[src/rtl/atc_regs.svh]
/*
 * Register offsets, field positions, reset values and response codes of the
 * timer output-stage block.
 * Assumes inclusion by bare name from files under rtl/.
 */
`ifndef ATC_REGS_SVH
`define ATC_REGS_SVH
// ****************************************
// Register byte addresses
// ****************************************
`define ATC_OFF_CHCTRL   8'h00
`define ATC_OFF_COUNT    8'h04
`define ATC_OFF_SCALER   8'h08
`define ATC_OFF_PERIOD   8'h0c
`define ATC_OFF_REPEAT   8'h10
`define ATC_OFF_GATE     8'h14
`define ATC_OFF_CHMODE   8'h18
`define ATC_OFF_CMP1     8'h1c
`define ATC_OFF_CMP2     8'h20
`define ATC_OFF_CMP3     8'h24
`define ATC_OFF_CMP4     8'h28
`define ATC_OFF_STATUS   8'h2c
// ****************************************
// Field positions
// ****************************************
`define ATC_CH_STRIDE    4
`define ATC_CH4_EN_BIT   12
`define ATC_CH4_POL_BIT  13
`define ATC_CHCTRL_MASK  16'h3fff
`define ATC_GATE_MOUT    0
`define ATC_GATE_IDLE    1
`define ATC_GATE_RUN     2
`define ATC_GATE_IDLV    4
`define ATC_GATE_DT      8
`define ATC_DIR_W        2
`define ATC_DIR_OUTPUT   2'h0
// ****************************************
// Reset values and responses
// ****************************************
`define ATC_RST16        16'h0000
`define ATC_RST_GATE     32'h0000_0000
`define ATC_DT_RST       8'h01
`define ATC_RESP_OKAY    2'h0
`define ATC_RESP_SLVERR  2'h2
`endif

[src/rtl/atc_pkg.sv]
/*
 * Types shared by the timer output-stage files.
 * Assumes atc_regs.svh supplies the numeric constants.
 */
package atc_pkg;
  // Output-stage state shared by all channel pairs
  typedef enum logic [1:0] {
    ATC_ST_RUN   = 2'b00,
    ATC_ST_FORCE = 2'b01,
    ATC_ST_IDLE  = 2'b10
  } atc_stage_t;
  typedef logic [15:0] atc_word_t;
endpackage

[src/rtl/atc_pair_if.sv]
/*
 * Interface carrying one channel pair's controls and pin results.
 * Assumes the timer top drives the control side, the pair stage the rest.
 */
`timescale 1ns/1ns
`default_nettype none
interface atc_pair_if;
  logic mainEn;      // Channel enable
  logic mainPol;     // Main polarity
  logic compEn;      // Complementary enable
  logic compPol;     // Complementary polarity
  logic mainIdle;    // Main idle level
  logic compIdle;    // Complementary idle level
  logic rawCmp;      // Raw compare signal
  logic hasComp;     // Pair has a complementary output
  logic mainOut;     // Main output level
  logic mainOe;      // Main drive enable, high = driven
  logic compOut;     // Complementary output level
  logic compOe;      // Complementary drive enable
  modport ctrl (output mainEn, mainPol, compEn, compPol, mainIdle, compIdle,
    rawCmp, hasComp, input mainOut, mainOe, compOut, compOe);
  modport stage (input mainEn, mainPol, compEn, compPol, mainIdle, compIdle,
    rawCmp, hasComp, output mainOut, mainOe, compOut, compOe);
endinterface
`default_nettype wire

[src/rtl/atc_pair_stage.sv]
/*
 * Output stage of one channel pair: polarity, dead-time and off-states.
 * Assumes gate bits and dead-time come from the timer top on sys_clk.
 */
`timescale 1ns/1ns
`default_nettype none
`include "atc_regs.svh"
module atc_pair_stage #(
  parameter int DT_W = 8
) (
  input wire logic sys_clk,
  input wire logic arst_n,
  input wire logic masterOutGate,
  input wire logic offstateWhenIdle,
  input wire logic offstateWhenRunning,
  input wire logic [DT_W-1:0] deadTime,
  atc_pair_if.stage pr
);
  import atc_pkg::*;
  // ****************************************
  // Dead-time on rising edges of each leg
  // ****************************************
  logic [DT_W-1:0] dtCnt_ff;      // Cycles since raw signal edge
  logic [DT_W-1:0] nxt_dtCnt;
  logic rawDly_ff;                // Raw signal one cycle back
  logic [DT_W-1:0] idleCnt_ff;    // Cycles spent in forced state
  logic [DT_W-1:0] nxt_idleCnt;
  wire bothEn = pr.mainEn & pr.compEn & pr.hasComp;
  wire dtDone = (dtCnt_ff >= deadTime);
  wire idleDone = (idleCnt_ff >= deadTime);
  wire rawEdge = (pr.rawCmp != rawDly_ff);
  assign nxt_dtCnt = rawEdge ? '0 : (dtDone ? dtCnt_ff : dtCnt_ff + 1'b1);
  assign nxt_idleCnt = masterOutGate ? '0 : (idleDone ? idleCnt_ff : idleCnt_ff + 1'b1);
  // Edge tracker and counters
  always_ff @(posedge sys_clk or negedge arst_n) begin
    if (!arst_n) begin
      dtCnt_ff <= '0;
      rawDly_ff <= 1'b0;
      idleCnt_ff <= '0;
    end else begin
      dtCnt_ff <= nxt_dtCnt;
      rawDly_ff <= pr.rawCmp;
      idleCnt_ff <= nxt_idleCnt;
    end
  end
  // Each leg turns on only after dead-time; turns off at once
  wire mainAct = pr.rawCmp & dtDone & ~rawEdge;
  wire compAct = ~pr.rawCmp & dtDone & ~rawEdge;
  wire mainRun = bothEn ? mainAct : pr.rawCmp;
  wire compRun = bothEn ? compAct : pr.rawCmp;
  // ****************************************
  // Output selection
  // ****************************************
  wire anyEn = pr.mainEn | (pr.compEn & pr.hasComp);
  // Gate cleared: float if idle off-state clear or both off, else inactive then idle levels
  wire idleDrive = offstateWhenIdle & anyEn;
  // Forced polarity first (combinational, no clock), idle after dead-time
  wire idleMain = idleDone ? pr.mainIdle : pr.mainPol;
  wire idleComp = idleDone ? pr.compIdle : pr.compPol;
  // Running: off-state when another output runs
  wire runMainOe = pr.mainEn | (offstateWhenRunning & pr.compEn & pr.hasComp);
  wire runCompOe = pr.hasComp & (pr.compEn | (offstateWhenRunning & pr.mainEn));
  // Main leg: disabled reads 0 or polarity, enabled is raw (dead-timed when both legs enabled) xor polarity
  wire runMain = pr.mainEn ? (mainRun ^ pr.mainPol) : (offstateWhenRunning & pr.mainPol);
  // Complementary leg with its own polarity and enable
  wire runComp = pr.compEn ? (compRun ^ pr.compPol) : (offstateWhenRunning & pr.compPol);
  assign pr.mainOut = masterOutGate ? runMain : (idleDrive & idleMain);
  assign pr.mainOe = masterOutGate ? runMainOe : idleDrive;
  assign pr.compOut = pr.hasComp & (masterOutGate ? runComp : (idleDrive & idleComp));
  assign pr.compOe = pr.hasComp & (masterOutGate ? runCompOe : idleDrive);
endmodule
`default_nettype wire

[src/rtl/atc_timer_out.sv]
/*
 * Advanced timer time base and channel output control, AXI4-Lite slave.
 * Assumes a single 25 MHz sys_clk, synchronous inputs, and pad logic outside
 * that turns each output and enable into a pin drive.
 */
// Summary of operation
// - Main polarity picks active-high or active-low output
// - Input mode: polarity picks edge and trigger inversion
// - Complementary polarity picks complementary active level
// - Complementary enable switches complementary output
// - Channel enable switches input or output
// - Channels 2,3 same bits; channel 4 enable/polarity
// - Gate on, running off-state clear: disabled undriven
// - Lone output raw xor polarity; pair dead-timed
// - Running off-state: disabled output drives polarity level while its partner is enabled
// - Gate off, idle off-state clear: outputs float
// - Gate off, idle off-state set: inactive unless both off
// - Idle: polarity first, idle levels after dead-time
// - Counter rate is clock over divider plus one
// - Divider write buffered, loaded on overflow
// - Period sets counter period; zero stops counter
// - Repetition counter thins overflows, event at zero
// - Direction 00 is output, else input
// - Output compares data; input captures counter
`timescale 1ns/1ns
`default_nettype none
`include "atc_regs.svh"
module atc_timer_out #(
  parameter int CNT_W = 16,
  parameter int DT_W = 8
) (
  input wire logic sys_clk,
  input wire logic arst_n,
  input wire logic [7:0] s_axi_awaddr,
  input wire logic s_axi_awvalid,
  output logic s_axi_awready,
  input wire logic [31:0] s_axi_wdata,
  input wire logic [3:0] s_axi_wstrb,
  input wire logic s_axi_wvalid,
  output logic s_axi_wready,
  output logic [1:0] s_axi_bresp,
  output logic s_axi_bvalid,
  input wire logic s_axi_bready,
  input wire logic [7:0] s_axi_araddr,
  input wire logic s_axi_arvalid,
  output logic s_axi_arready,
  output logic [31:0] s_axi_rdata,
  output logic [1:0] s_axi_rresp,
  output logic s_axi_rvalid,
  input wire logic s_axi_rready,
  input wire logic [3:0] chInput,
  output logic [3:0] mainOutput,
  output logic [3:0] mainOutOe,
  output logic [2:0] compOutput,
  output logic [2:0] compOutOe,
  output logic [3:0] extTrigger,
  output logic overflowPulse,
  output atc_pkg::atc_stage_t stageState
);
  import atc_pkg::*;
  // ****************************************
  // Registers
  // ****************************************
  logic [15:0] chCtrl_ff;          // Channel enables and polarities
  logic [CNT_W-1:0] count_ff;      // Running count
  logic [CNT_W-1:0] scaler_ff;     // Divider buffer written by software
  logic [CNT_W-1:0] scalerAct_ff;  // Working prescaler
  logic [CNT_W-1:0] preCnt_ff;     // Prescaler tick counter
  logic [CNT_W-1:0] period_ff;     // Period limit
  logic [CNT_W-1:0] repeat_ff;     // Repetition reload
  logic [CNT_W-1:0] repCnt_ff;     // Repetition down-counter
  logic [31:0] gate_ff;            // Gate, off-state, idle, dead-time
  logic [7:0] chMode_ff;           // Two direction bits per channel
  logic [CNT_W-1:0] cmp_ff [4];    // Compare or capture data
  logic [3:0] inDly_ff;            // Previous input samples
  logic overflow_ff;               // Registered overflow event
  // ****************************************
  // AXI4-Lite write channel
  // ****************************************
  logic awHeld_ff, wHeld_ff, bvalid_ff;
  logic [7:0] awAddr_ff;
  logic [31:0] wData_ff;
  logic [3:0] wStrb_ff;
  // Accept each half once, hold until the response is gone
  assign s_axi_awready = !awHeld_ff && !bvalid_ff;
  assign s_axi_wready = !wHeld_ff && !bvalid_ff;
  wire wrFire = awHeld_ff && wHeld_ff && !bvalid_ff;
  wire [31:0] wBits = {{8{wStrb_ff[3]}}, {8{wStrb_ff[2]}}, {8{wStrb_ff[1]}}, {8{wStrb_ff[0]}}};
  wire [7:0] wIdx = awAddr_ff;
  wire wrMapped = (wIdx <= `ATC_OFF_STATUS) && (wIdx[1:0] == 2'b00) && (wIdx != `ATC_OFF_STATUS);
  // Merge new bytes into an old word
  function automatic logic [31:0] merge(input logic [31:0] old, input logic [31:0] nw,
                                        input logic [31:0] m);
    merge = (old & ~m) | (nw & m);
  endfunction
  wire wrCh = wrFire && wIdx == `ATC_OFF_CHCTRL;
  wire wrCnt = wrFire && wIdx == `ATC_OFF_COUNT;
  wire wrScl = wrFire && wIdx == `ATC_OFF_SCALER;
  wire wrPer = wrFire && wIdx == `ATC_OFF_PERIOD;
  wire wrRep = wrFire && wIdx == `ATC_OFF_REPEAT;
  wire wrGate = wrFire && wIdx == `ATC_OFF_GATE;
  wire wrMode = wrFire && wIdx == `ATC_OFF_CHMODE;
  // Handshake bookkeeping
  always_ff @(posedge sys_clk or negedge arst_n) begin
    if (!arst_n) begin
      awHeld_ff <= 1'b0;
      wHeld_ff <= 1'b0;
      bvalid_ff <= 1'b0;
      awAddr_ff <= 8'h00;
      wData_ff <= 32'h0000_0000;
      wStrb_ff <= 4'h0;
      s_axi_bresp <= `ATC_RESP_OKAY;
    end else begin
      if (s_axi_awvalid && s_axi_awready) begin
        awHeld_ff <= 1'b1;
        awAddr_ff <= s_axi_awaddr;
      end
      if (s_axi_wvalid && s_axi_wready) begin
        wHeld_ff <= 1'b1;
        wData_ff <= s_axi_wdata;
        wStrb_ff <= s_axi_wstrb;
      end
      if (wrFire) begin
        awHeld_ff <= 1'b0;
        wHeld_ff <= 1'b0;
        bvalid_ff <= 1'b1;
        s_axi_bresp <= wrMapped ? `ATC_RESP_OKAY : `ATC_RESP_SLVERR;
      end else if (s_axi_bready) begin
        bvalid_ff <= 1'b0;
      end
    end
  end
  assign s_axi_bvalid = bvalid_ff;
  // ****************************************
  // Time base
  // ****************************************
  wire running = (period_ff != '0);
  wire preTick = running && (preCnt_ff >= scalerAct_ff);
  wire wrap = preTick && (count_ff >= period_ff);
  wire repZero = (repCnt_ff == '0);
  wire overflowEv = wrap && repZero;
  wire [CNT_W-1:0] nxt_count = wrap ? '0 : (preTick ? count_ff + 1'b1 : count_ff);
  // Prescaler, counter and repetition counter
  always_ff @(posedge sys_clk or negedge arst_n) begin
    if (!arst_n) begin
      count_ff <= `ATC_RST16;
      preCnt_ff <= `ATC_RST16;
      scalerAct_ff <= `ATC_RST16;
      repCnt_ff <= `ATC_RST16;
      overflow_ff <= 1'b0;
    end else begin
      preCnt_ff <= (!running || preTick) ? '0 : preCnt_ff + 1'b1;
      // Software write replaces the running count
      count_ff <= wrCnt ? 16'(merge({16'h0000, count_ff}, wData_ff, wBits)) : nxt_count;
      if (overflowEv) begin
        scalerAct_ff <= scaler_ff;
        repCnt_ff <= repeat_ff;
      end else if (wrap) begin
        repCnt_ff <= repCnt_ff - 1'b1;
      end
      overflow_ff <= overflowEv;
    end
  end
  assign overflowPulse = overflow_ff;
  // ****************************************
  // Software registers
  // ****************************************
  always_ff @(posedge sys_clk or negedge arst_n) begin
    if (!arst_n) begin
      chCtrl_ff <= `ATC_RST16;
      scaler_ff <= `ATC_RST16;
      period_ff <= `ATC_RST16;
      repeat_ff <= `ATC_RST16;
      gate_ff <= `ATC_RST_GATE | ({24'h0, `ATC_DT_RST} << `ATC_GATE_DT);
      chMode_ff <= 8'h00;
    end else begin
      // Reserved bits 15:14 stay zero
      if (wrCh) chCtrl_ff <= 16'(merge({16'h0, chCtrl_ff}, wData_ff, wBits)) & `ATC_CHCTRL_MASK;
      if (wrScl) scaler_ff <= 16'(merge({16'h0, scaler_ff}, wData_ff, wBits));
      if (wrPer) period_ff <= 16'(merge({16'h0, period_ff}, wData_ff, wBits));
      if (wrRep) repeat_ff <= 16'(merge({16'h0, repeat_ff}, wData_ff, wBits));
      if (wrGate) gate_ff <= merge(gate_ff, wData_ff, wBits);
      if (wrMode) chMode_ff <= 8'(merge({24'h0, chMode_ff}, wData_ff, wBits));
    end
  end
  // ****************************************
  // Channels: compare, capture, triggers
  // ****************************************
  logic [3:0] isOutput, rawCmp, capEdge;
  genvar gi;
  for (gi = 0; gi < 4; gi++) begin : g_ch
    wire wrCmp = wrFire && wIdx == (`ATC_OFF_CMP1 + 8'(4 * gi));
    wire chEn = chCtrl_ff[gi * `ATC_CH_STRIDE];
    wire chPol = chCtrl_ff[gi * `ATC_CH_STRIDE + 1];
    // Direction 00 means output
    assign isOutput[gi] = chMode_ff[gi*2 +: `ATC_DIR_W] == `ATC_DIR_OUTPUT;
    // Raw compare: high while count below data
    assign rawCmp[gi] = isOutput[gi] && (count_ff < cmp_ff[gi]);
    // Polarity picks rising or falling edge; trigger inverted
    assign capEdge[gi] = chPol ? (inDly_ff[gi] & ~chInput[gi]) : (~inDly_ff[gi] & chInput[gi]);
    assign extTrigger[gi] = chInput[gi] ^ chPol;
    // Capture needs enabled input channel
    always_ff @(posedge sys_clk or negedge arst_n) begin
      if (!arst_n) begin
        cmp_ff[gi] <= `ATC_RST16;
      end else if (wrCmp) begin
        cmp_ff[gi] <= 16'(merge({16'h0, cmp_ff[gi]}, wData_ff, wBits));
      end else if (!isOutput[gi] && chEn && capEdge[gi]) begin
        cmp_ff[gi] <= count_ff;
      end
    end
  end
  // Input history for edge detect
  always_ff @(posedge sys_clk or negedge arst_n) begin
    if (!arst_n) inDly_ff <= 4'h0;
    else inDly_ff <= chInput;
  end
  // ****************************************
  // Output stages
  // ****************************************
  wire gateOn = gate_ff[`ATC_GATE_MOUT];
  atc_pair_if pairIf [4] ();
  for (gi = 0; gi < 4; gi++) begin : g_pair
    // Pair bits sit at stride four; channel 4 lacks complement
    assign pairIf[gi].mainEn = chCtrl_ff[gi * `ATC_CH_STRIDE] & isOutput[gi];
    assign pairIf[gi].mainPol = chCtrl_ff[gi * `ATC_CH_STRIDE + 1];
    assign pairIf[gi].compEn = (gi < 3) ? chCtrl_ff[gi * `ATC_CH_STRIDE + 2] : 1'b0;
    assign pairIf[gi].compPol = (gi < 3) ? chCtrl_ff[gi * `ATC_CH_STRIDE + 3] : 1'b0;
    assign pairIf[gi].mainIdle = gate_ff[`ATC_GATE_IDLV + gi * 2];
    assign pairIf[gi].compIdle = gate_ff[`ATC_GATE_IDLV + gi * 2 + 1];
    assign pairIf[gi].rawCmp = rawCmp[gi];
    assign pairIf[gi].hasComp = (gi < 3);
    atc_pair_stage #(.DT_W(DT_W)) u_stage (
      .sys_clk(sys_clk),
      .arst_n(arst_n),
      .masterOutGate(gateOn),
      .offstateWhenIdle(gate_ff[`ATC_GATE_IDLE]),
      .offstateWhenRunning(gate_ff[`ATC_GATE_RUN]),
      .deadTime(gate_ff[`ATC_GATE_DT +: DT_W]),
      .pr(pairIf[gi])
    );
    assign mainOutput[gi] = pairIf[gi].mainOut;
    assign mainOutOe[gi] = pairIf[gi].mainOe;
    if (gi < 3) begin : g_comp
      assign compOutput[gi] = pairIf[gi].compOut;
      assign compOutOe[gi] = pairIf[gi].compOe;
    end
  end
  // Summary state of the stage
  assign stageState = gateOn ? ATC_ST_RUN : (gate_ff[`ATC_GATE_IDLE] ? ATC_ST_IDLE : ATC_ST_FORCE);
  // ****************************************
  // AXI4-Lite read channel
  // ****************************************
  logic rvalid_ff;
  assign s_axi_arready = !rvalid_ff;
  wire [7:0] rIdx = s_axi_araddr;
  wire [31:0] statusWord = {12'h0, overflow_ff, running, stageState, isOutput, 12'h0};
  wire [31:0] rdMux =
    (rIdx == `ATC_OFF_CHCTRL) ? {16'h0, chCtrl_ff} :
    (rIdx == `ATC_OFF_COUNT)  ? {16'h0, count_ff} :
    (rIdx == `ATC_OFF_SCALER) ? {16'h0, scaler_ff} :
    (rIdx == `ATC_OFF_PERIOD) ? {16'h0, period_ff} :
    (rIdx == `ATC_OFF_REPEAT) ? {16'h0, repeat_ff} :
    (rIdx == `ATC_OFF_GATE)   ? gate_ff :
    (rIdx == `ATC_OFF_CHMODE) ? {24'h0, chMode_ff} :
    (rIdx == `ATC_OFF_CMP1)   ? {16'h0, cmp_ff[0]} :
    (rIdx == `ATC_OFF_CMP2)   ? {16'h0, cmp_ff[1]} :
    (rIdx == `ATC_OFF_CMP3)   ? {16'h0, cmp_ff[2]} :
    (rIdx == `ATC_OFF_CMP4)   ? {16'h0, cmp_ff[3]} :
    (rIdx == `ATC_OFF_STATUS) ? statusWord : 32'h0000_0000;
  wire rdMapped = (rIdx <= `ATC_OFF_STATUS) && (rIdx[1:0] == 2'b00);
  // One read in flight
  always_ff @(posedge sys_clk or negedge arst_n) begin
    if (!arst_n) begin
      rvalid_ff <= 1'b0;
      s_axi_rdata <= 32'h0000_0000;
      s_axi_rresp <= `ATC_RESP_OKAY;
    end else if (s_axi_arvalid && s_axi_arready) begin
      rvalid_ff <= 1'b1;
      s_axi_rdata <= rdMapped ? rdMux : 32'h0000_0000;
      s_axi_rresp <= rdMapped ? `ATC_RESP_OKAY : `ATC_RESP_SLVERR;
    end else if (s_axi_rready) begin
      rvalid_ff <= 1'b0;
    end
  end
  assign s_axi_rvalid = rvalid_ff;
endmodule
`default_nettype wire

[config.mk]
export PLATFORM = sky130hd
export DESIGN_NAME = atc_timer_out
export DESIGN_NICKNAME = d
export VERILOG_FILES = /design/src/rtl/atc_pkg.sv /design/src/rtl/atc_pair_if.sv /design/src/rtl/atc_pair_stage.sv /design/src/rtl/atc_timer_out.sv
export VERILOG_INCLUDE_DIRS = /design/src /design/src/rtl
export SDC_FILE = /design/constraint.sdc
export NUM_CORES = 1
export LEC_CHECK = 0
export BUFFER_PORTS_ARGS = -buffer_cell sky130_fd_sc_hd__buf_2
export CAP_MARGIN = 15
export CORE_MARGIN = 3
export CORE_UTILIZATION = 55
export CTS_CLUSTER_DIAMETER = 80
export DETAILED_ROUTE_END_ITERATION = 6
export GPL_TIMING_DRIVEN = 0
export PLACE_DENSITY = 0.79
export SLEW_MARGIN = 10
export SYNTH_ARGS = -nofsm -noshare
export SYNTH_HDL_FRONTEND = slang
export SYNTH_HIERARCHICAL = 1
export SYNTH_SLANG_ARGS = --single-unit
[constraint.sdc]
create_clock -name sys_clk -period 6.4 [get_ports sys_clk]
set_clock_uncertainty 0.2 [all_clocks]
set_input_delay 0.32 -clock sys_clk [delete_from_list [all_inputs] [get_ports sys_clk]]
set_output_delay 0.32 -clock sys_clk [all_outputs]
set_load 0.03 [all_outputs]
* Word level (Yosys, flattened, before mapping) *
Cells that the tools add are included.

word-level totals
  bits in registers = 378
  input port bits = 63
  output and inout port bits = 62
  logic and storage cells = 359

operators by class
  $add $sub $neg = 10
  $lt $le $gt $ge = 15
  eq/ne operators = 32
  mux-type cells = 91
  bitwise operators = 109
  reduce and logical (&&, ||, !) cells = 66

operator list
  cell                                                  count
  2-to-1 mux 16 bit                                     14
  2-to-1 mux 32 bit                                     7
  bitwise AND 16 bit                                    8
  OR 16 bit                                             8
  2-to-1 mux 20 bit                                     6
  2-to-1 mux 8 bit                                      14
  bitwise AND 32 bit                                    2
  equality test 8 x 5 -> 1 bit (second input constant)  8
  less-than comparator 16 bit                           4
  adder 8 x 1 -> 8 bit (second input constant)          7
  equality test 8 x 6 -> 1 bit (second input constant)  7
  >= comparator 8 bit                                   7
  bitwise AND 1 bit                                     51
  2-to-1 mux 1 bit                                      46
  logical AND 1 bit                                     36
  adder 16 x 1 -> 16 bit (second input constant)        2
  equality test 8 x 4 -> 1 bit (second input constant)  4
  >= comparator 16 bit                                  2
  NOT 32 bit                                            1
  OR 32 bit                                             1
  nonzero test 2 bit                                    9
  equality test 8 x 3 -> 1 bit (second input constant)  2
  <= comparator 8 x 6 -> 1 bit (second input constant)  2
  logical NOT 16 bit                                    1
  other kinds (18)                                      74

* Longest topological paths before layout *
  depth after elaboration = 15
  mapped depth = 14

* Hierarchy *
Netlist, hierarchy kept.

modules (own cells, without submodules)
  module          instances  cells each  area an instance (µm²)  seq. area each (µm²)
  atc_timer_out   1          1650        16958.8                 7933.9
  atc_pair_stage  4          156         1360.1                  425.4

* Least setup slack after synthesis *
Ideal clock, no wire load.

  kind = register to output
  from = reg (tool-made name)
  to = out mainOutput[1]
  data arrival time = 2.736 ns
  data required time = 5.880 ns
  path slack = 3.144 ns
  cell stages (with the launch flop) = 13
  path buffers = 1
  path through = dfrtp_1 -> ha_1 -> a21boi_0 -> o21a_1 -> o21ai_0 -> a21oi_1 -> or4_1 -> a31oi_1 -> o211ai_1 -> a21oi_1 -> mux2i_1 -> o2bb2ai_1 -> buf_4

RTL lines
  element           RTL line             source
  end: declaration  atc_timer_out.sv:52  output logic [3:0] mainOutput,

==> results.rst <==
.. list-table::
   :header-rows: 1

   * - Metric
     - Value
   * - Run status
     - completed
   * - Required arrival time at the worst endpoint
     - 5.88 ns
   * - Average size of a mapped cell
     - 9.872 sq um
   * - Aggregate routed wire length
     - 70740 um
   * - Number of placed I/O pins
     - 125
   * - Pin count of the biggest net entering global routing
     - 115
   * - Final instance area
     - 25740 sq um
   * - Antenna diode count
     - 0
   * - Total die area
     - 42980 sq um
   * - Clk root buf
     - clkbuf_16
   * - Proportion of total power due to net switching
     - 41.35%
   * - Total of endpoints with negative setup slack in the final report
     - 0
   * - Core occupancy in the finished layout
     - 64.50%
   * - Layout Area Growth over Synthesis
     - 15.49%
   * - Detailed-routing wirelength on met1
     - 28130 um
   * - Post-Synthesis Cells
     - 2258
   * - Combinational fraction of design power
     - 38.9%
   * - Vias per cell
     - 6.341
   * - Kind of end point of the critical path
     - output port
   * - Detailed placer's ending HPWL
     - 51590 um
   * - Leakage component of the power
     - 0.01173 uW
   * - Share of post-route cells with drive strength above 1
     - 17.64%
   * - Commonest non-fill, non-tap cells in the layout
     - dfrtp_1, nor2_1, ha_1
   * - Worst Tran Pin Value
     - 1.297 ns
   * - Aggregate global-route resource usage
     - 32.24%
   * - Number of gates resized after cts
     - 0
   * - Die Span X
     - 207.3 um
   * - Crit-path slowest cell
     - a21oi_1
   * - DR WL/cell
     - 23.22 um
   * - Starting utilization of the core area
     - 55.85%
   * - Tightest slew margin relative to the limit
     - 13.32%
   * - Clk slew on worst S/H paths
     - 0.06 ns
   * - Most frequent standard cell in the layout excluding fill and tap cells
     - dfrtp_1
   * - First-pass GRT wire length
     - 109600 um
   * - Antenna-violating nets left
     - 0
   * - 1st-pass router iterations
     - 7
   * - Number of buffers and inverters on the critical path
     - 2
   * - Via count of the first global-routing pass
     - 19370
   * - Sw power
     - 4100 uW
   * - Min-Delay Path Class
     - input port to async pin
   * - Total negative slack for setup checks
     - 0 ns
   * - Total cell area at the placement stage
     - 23740 sq um
   * - Pre-CTS setup slack
     - 2.093 ns
   * - Most used cell, CP
     - a21oi_1
   * - Portion of the clock cycle consumed by the worst path in the final layout
     - 77.96%
   * - Type of the setup path with the least slack
     - flip-flop to output port
   * - Clock latency on the worst-skew pair
     - 0.60 ns
   * - Hold Vio Cnt, Final
     - 0
   * - Chip height
     - 207.3 um
   * - Core Footprint
     - 39910 sq um
   * - Max Cap Violations
     - 0
   * - Cell-by-cell trace of the critical path
     - ha_1 -> a21boi_0 -> o21a_1 -> o21ai_0 -> a21oi_1 -> or4_1 -> a21oi_1 -> o211ai_1 -> a21oi_1 -> mux2i_1 -> o2bb2ai_1 -> buf_4 -> buf_2
   * - Yosys warns
     - 6
   * - Overall via count from detail_route
     - 19320
   * - Highest routed layer
     - met4
   * - Fill cell count
     - 3167
   * - PD cells
     - 385.1 nW/um^2
   * - Cell row count
     - 73
   * - Maximum achievable frequency
     - 200.4 MHz
   * - Share of power burned in the clock network
     - 25.7%
   * - Data arrival, critical path
     - 4.47 ns
   * - Worst setup margin
     - 1.411 ns
   * - Maximum clock path buffer count
     - 3
   * - Post-layout nets
     - 2718
   * - Routed length on met2
     - 32910 um
   * - Number of antenna violations at the first check in global routing
     - 2
   * - Hold slack
     - 0.01133 ns
   * - H-tree level count
     - 2
   * - Total clock buffers created by CTS
     - 42
   * - Internal power of the cells
     - 5815 uW
   * - Count of routing violations after the opening detailed-route iteration
     - 2013
   * - Worst stage delay on the critical path
     - 0.76 ns
   * - Min Clock Period, post-route
     - 4.989 ns
   * - Clock tree from TritonCTS
     - yes
   * - Footprint of the multi-input gates
     - 11540 sq um
   * - Total length of routed met3 wires
     - 6128 um
   * - CP delay by family, top
     - compound AO/OA/AOI/OAI gates
   * - Residual overflow from global routing
     - 0
   * - Worst setup SP type
     - flip-flop
   * - Synth Cell Area
     - 22290 sq um
   * - CTS hold repair buffers
     - 53
   * - Number of buffers inserted to repair setup after CTS
     - 0
   * - Register area
     - 9635 sq um
   * - Sequential Power Share
     - 35.4%
   * - Worst-case vdd ir drop
     - 0.3370 mV
   * - Critical-path maximum fanout
     - 13
   * - Final weighted congestion of routability-driven global placement
     - 1.034
   * - Count of clock tree sinks
     - 385
   * - Unrepaired setup endpoints after global routing
     - false
   * - Total DRC errors in the routed layout
     - 0
   * - Max-slew violation count
     - 0
   * - Number of port buffers
     - 120
cell type report:
class	instances	share of cell area, %
sequential	385	37.43
buffer	119	2.134
multi-input combinational	1597	44.83
timing repair buffer	181	4.967
inverter	162	2.362
tap	525	2.552
clock buffer	60	4.889
clock inverter	18	0.8360
power by group through the flow:
stage / logic (uW) / clock network [uW] / registers (uW)
2_1_floorplan: 2610 / 0 / 3310
3_3_place_gp: 3570 / 0 / 3490
3_5_place_dp: 3720 / 0 / 3510
4_1_cts: 3790 / 2570 / 3480
5_1_grt: 4210 / 2670 / 3560
6_report: 3850 / 2550 / 3510
routing by layer:
metal	up-vias	GRT usage (%)
met2	964	52.15
met5	-	0
li1	8638	-
met1	9484	42.40
met4	0	15.05
met3	234	5.818
final timing paths:
check                           startpoint                            end  slack (ns)  cells after the start
max                              flip-flop                  mainOutput[2]        1.41                     13
min                                 arst_n  g_pair[3].u_stage/dtCnt_ff[5]        0.01                      2
max reg2reg                      flip-flop               scalerAct_ff[12]        2.35                     12
min reg2reg                 s_axi_rdata[8]                 s_axi_rdata[8]        0.27                      2
max in group asynchronous           arst_n                      async pin        4.84                      4
min in group sys_clk       s_axi_araddr[6]                 s_axi_rdata[7]        0.16                      4
through the flow:
| stage | instances | total power, uW |
|---|---|---|
| 5_1_grt | 3047 | 10440 |
| 3_5_place_dp | 2916 | 7239 |
| 3_3_place_gp | 2908 | 7058 |
| 4_1_cts | 3047 | 9837 |
| 6_report | 3047 | 9915 |
| 2_1_floorplan | 2263 | 5925 |
Note: power is estimated with default switching activity, not from simulation.
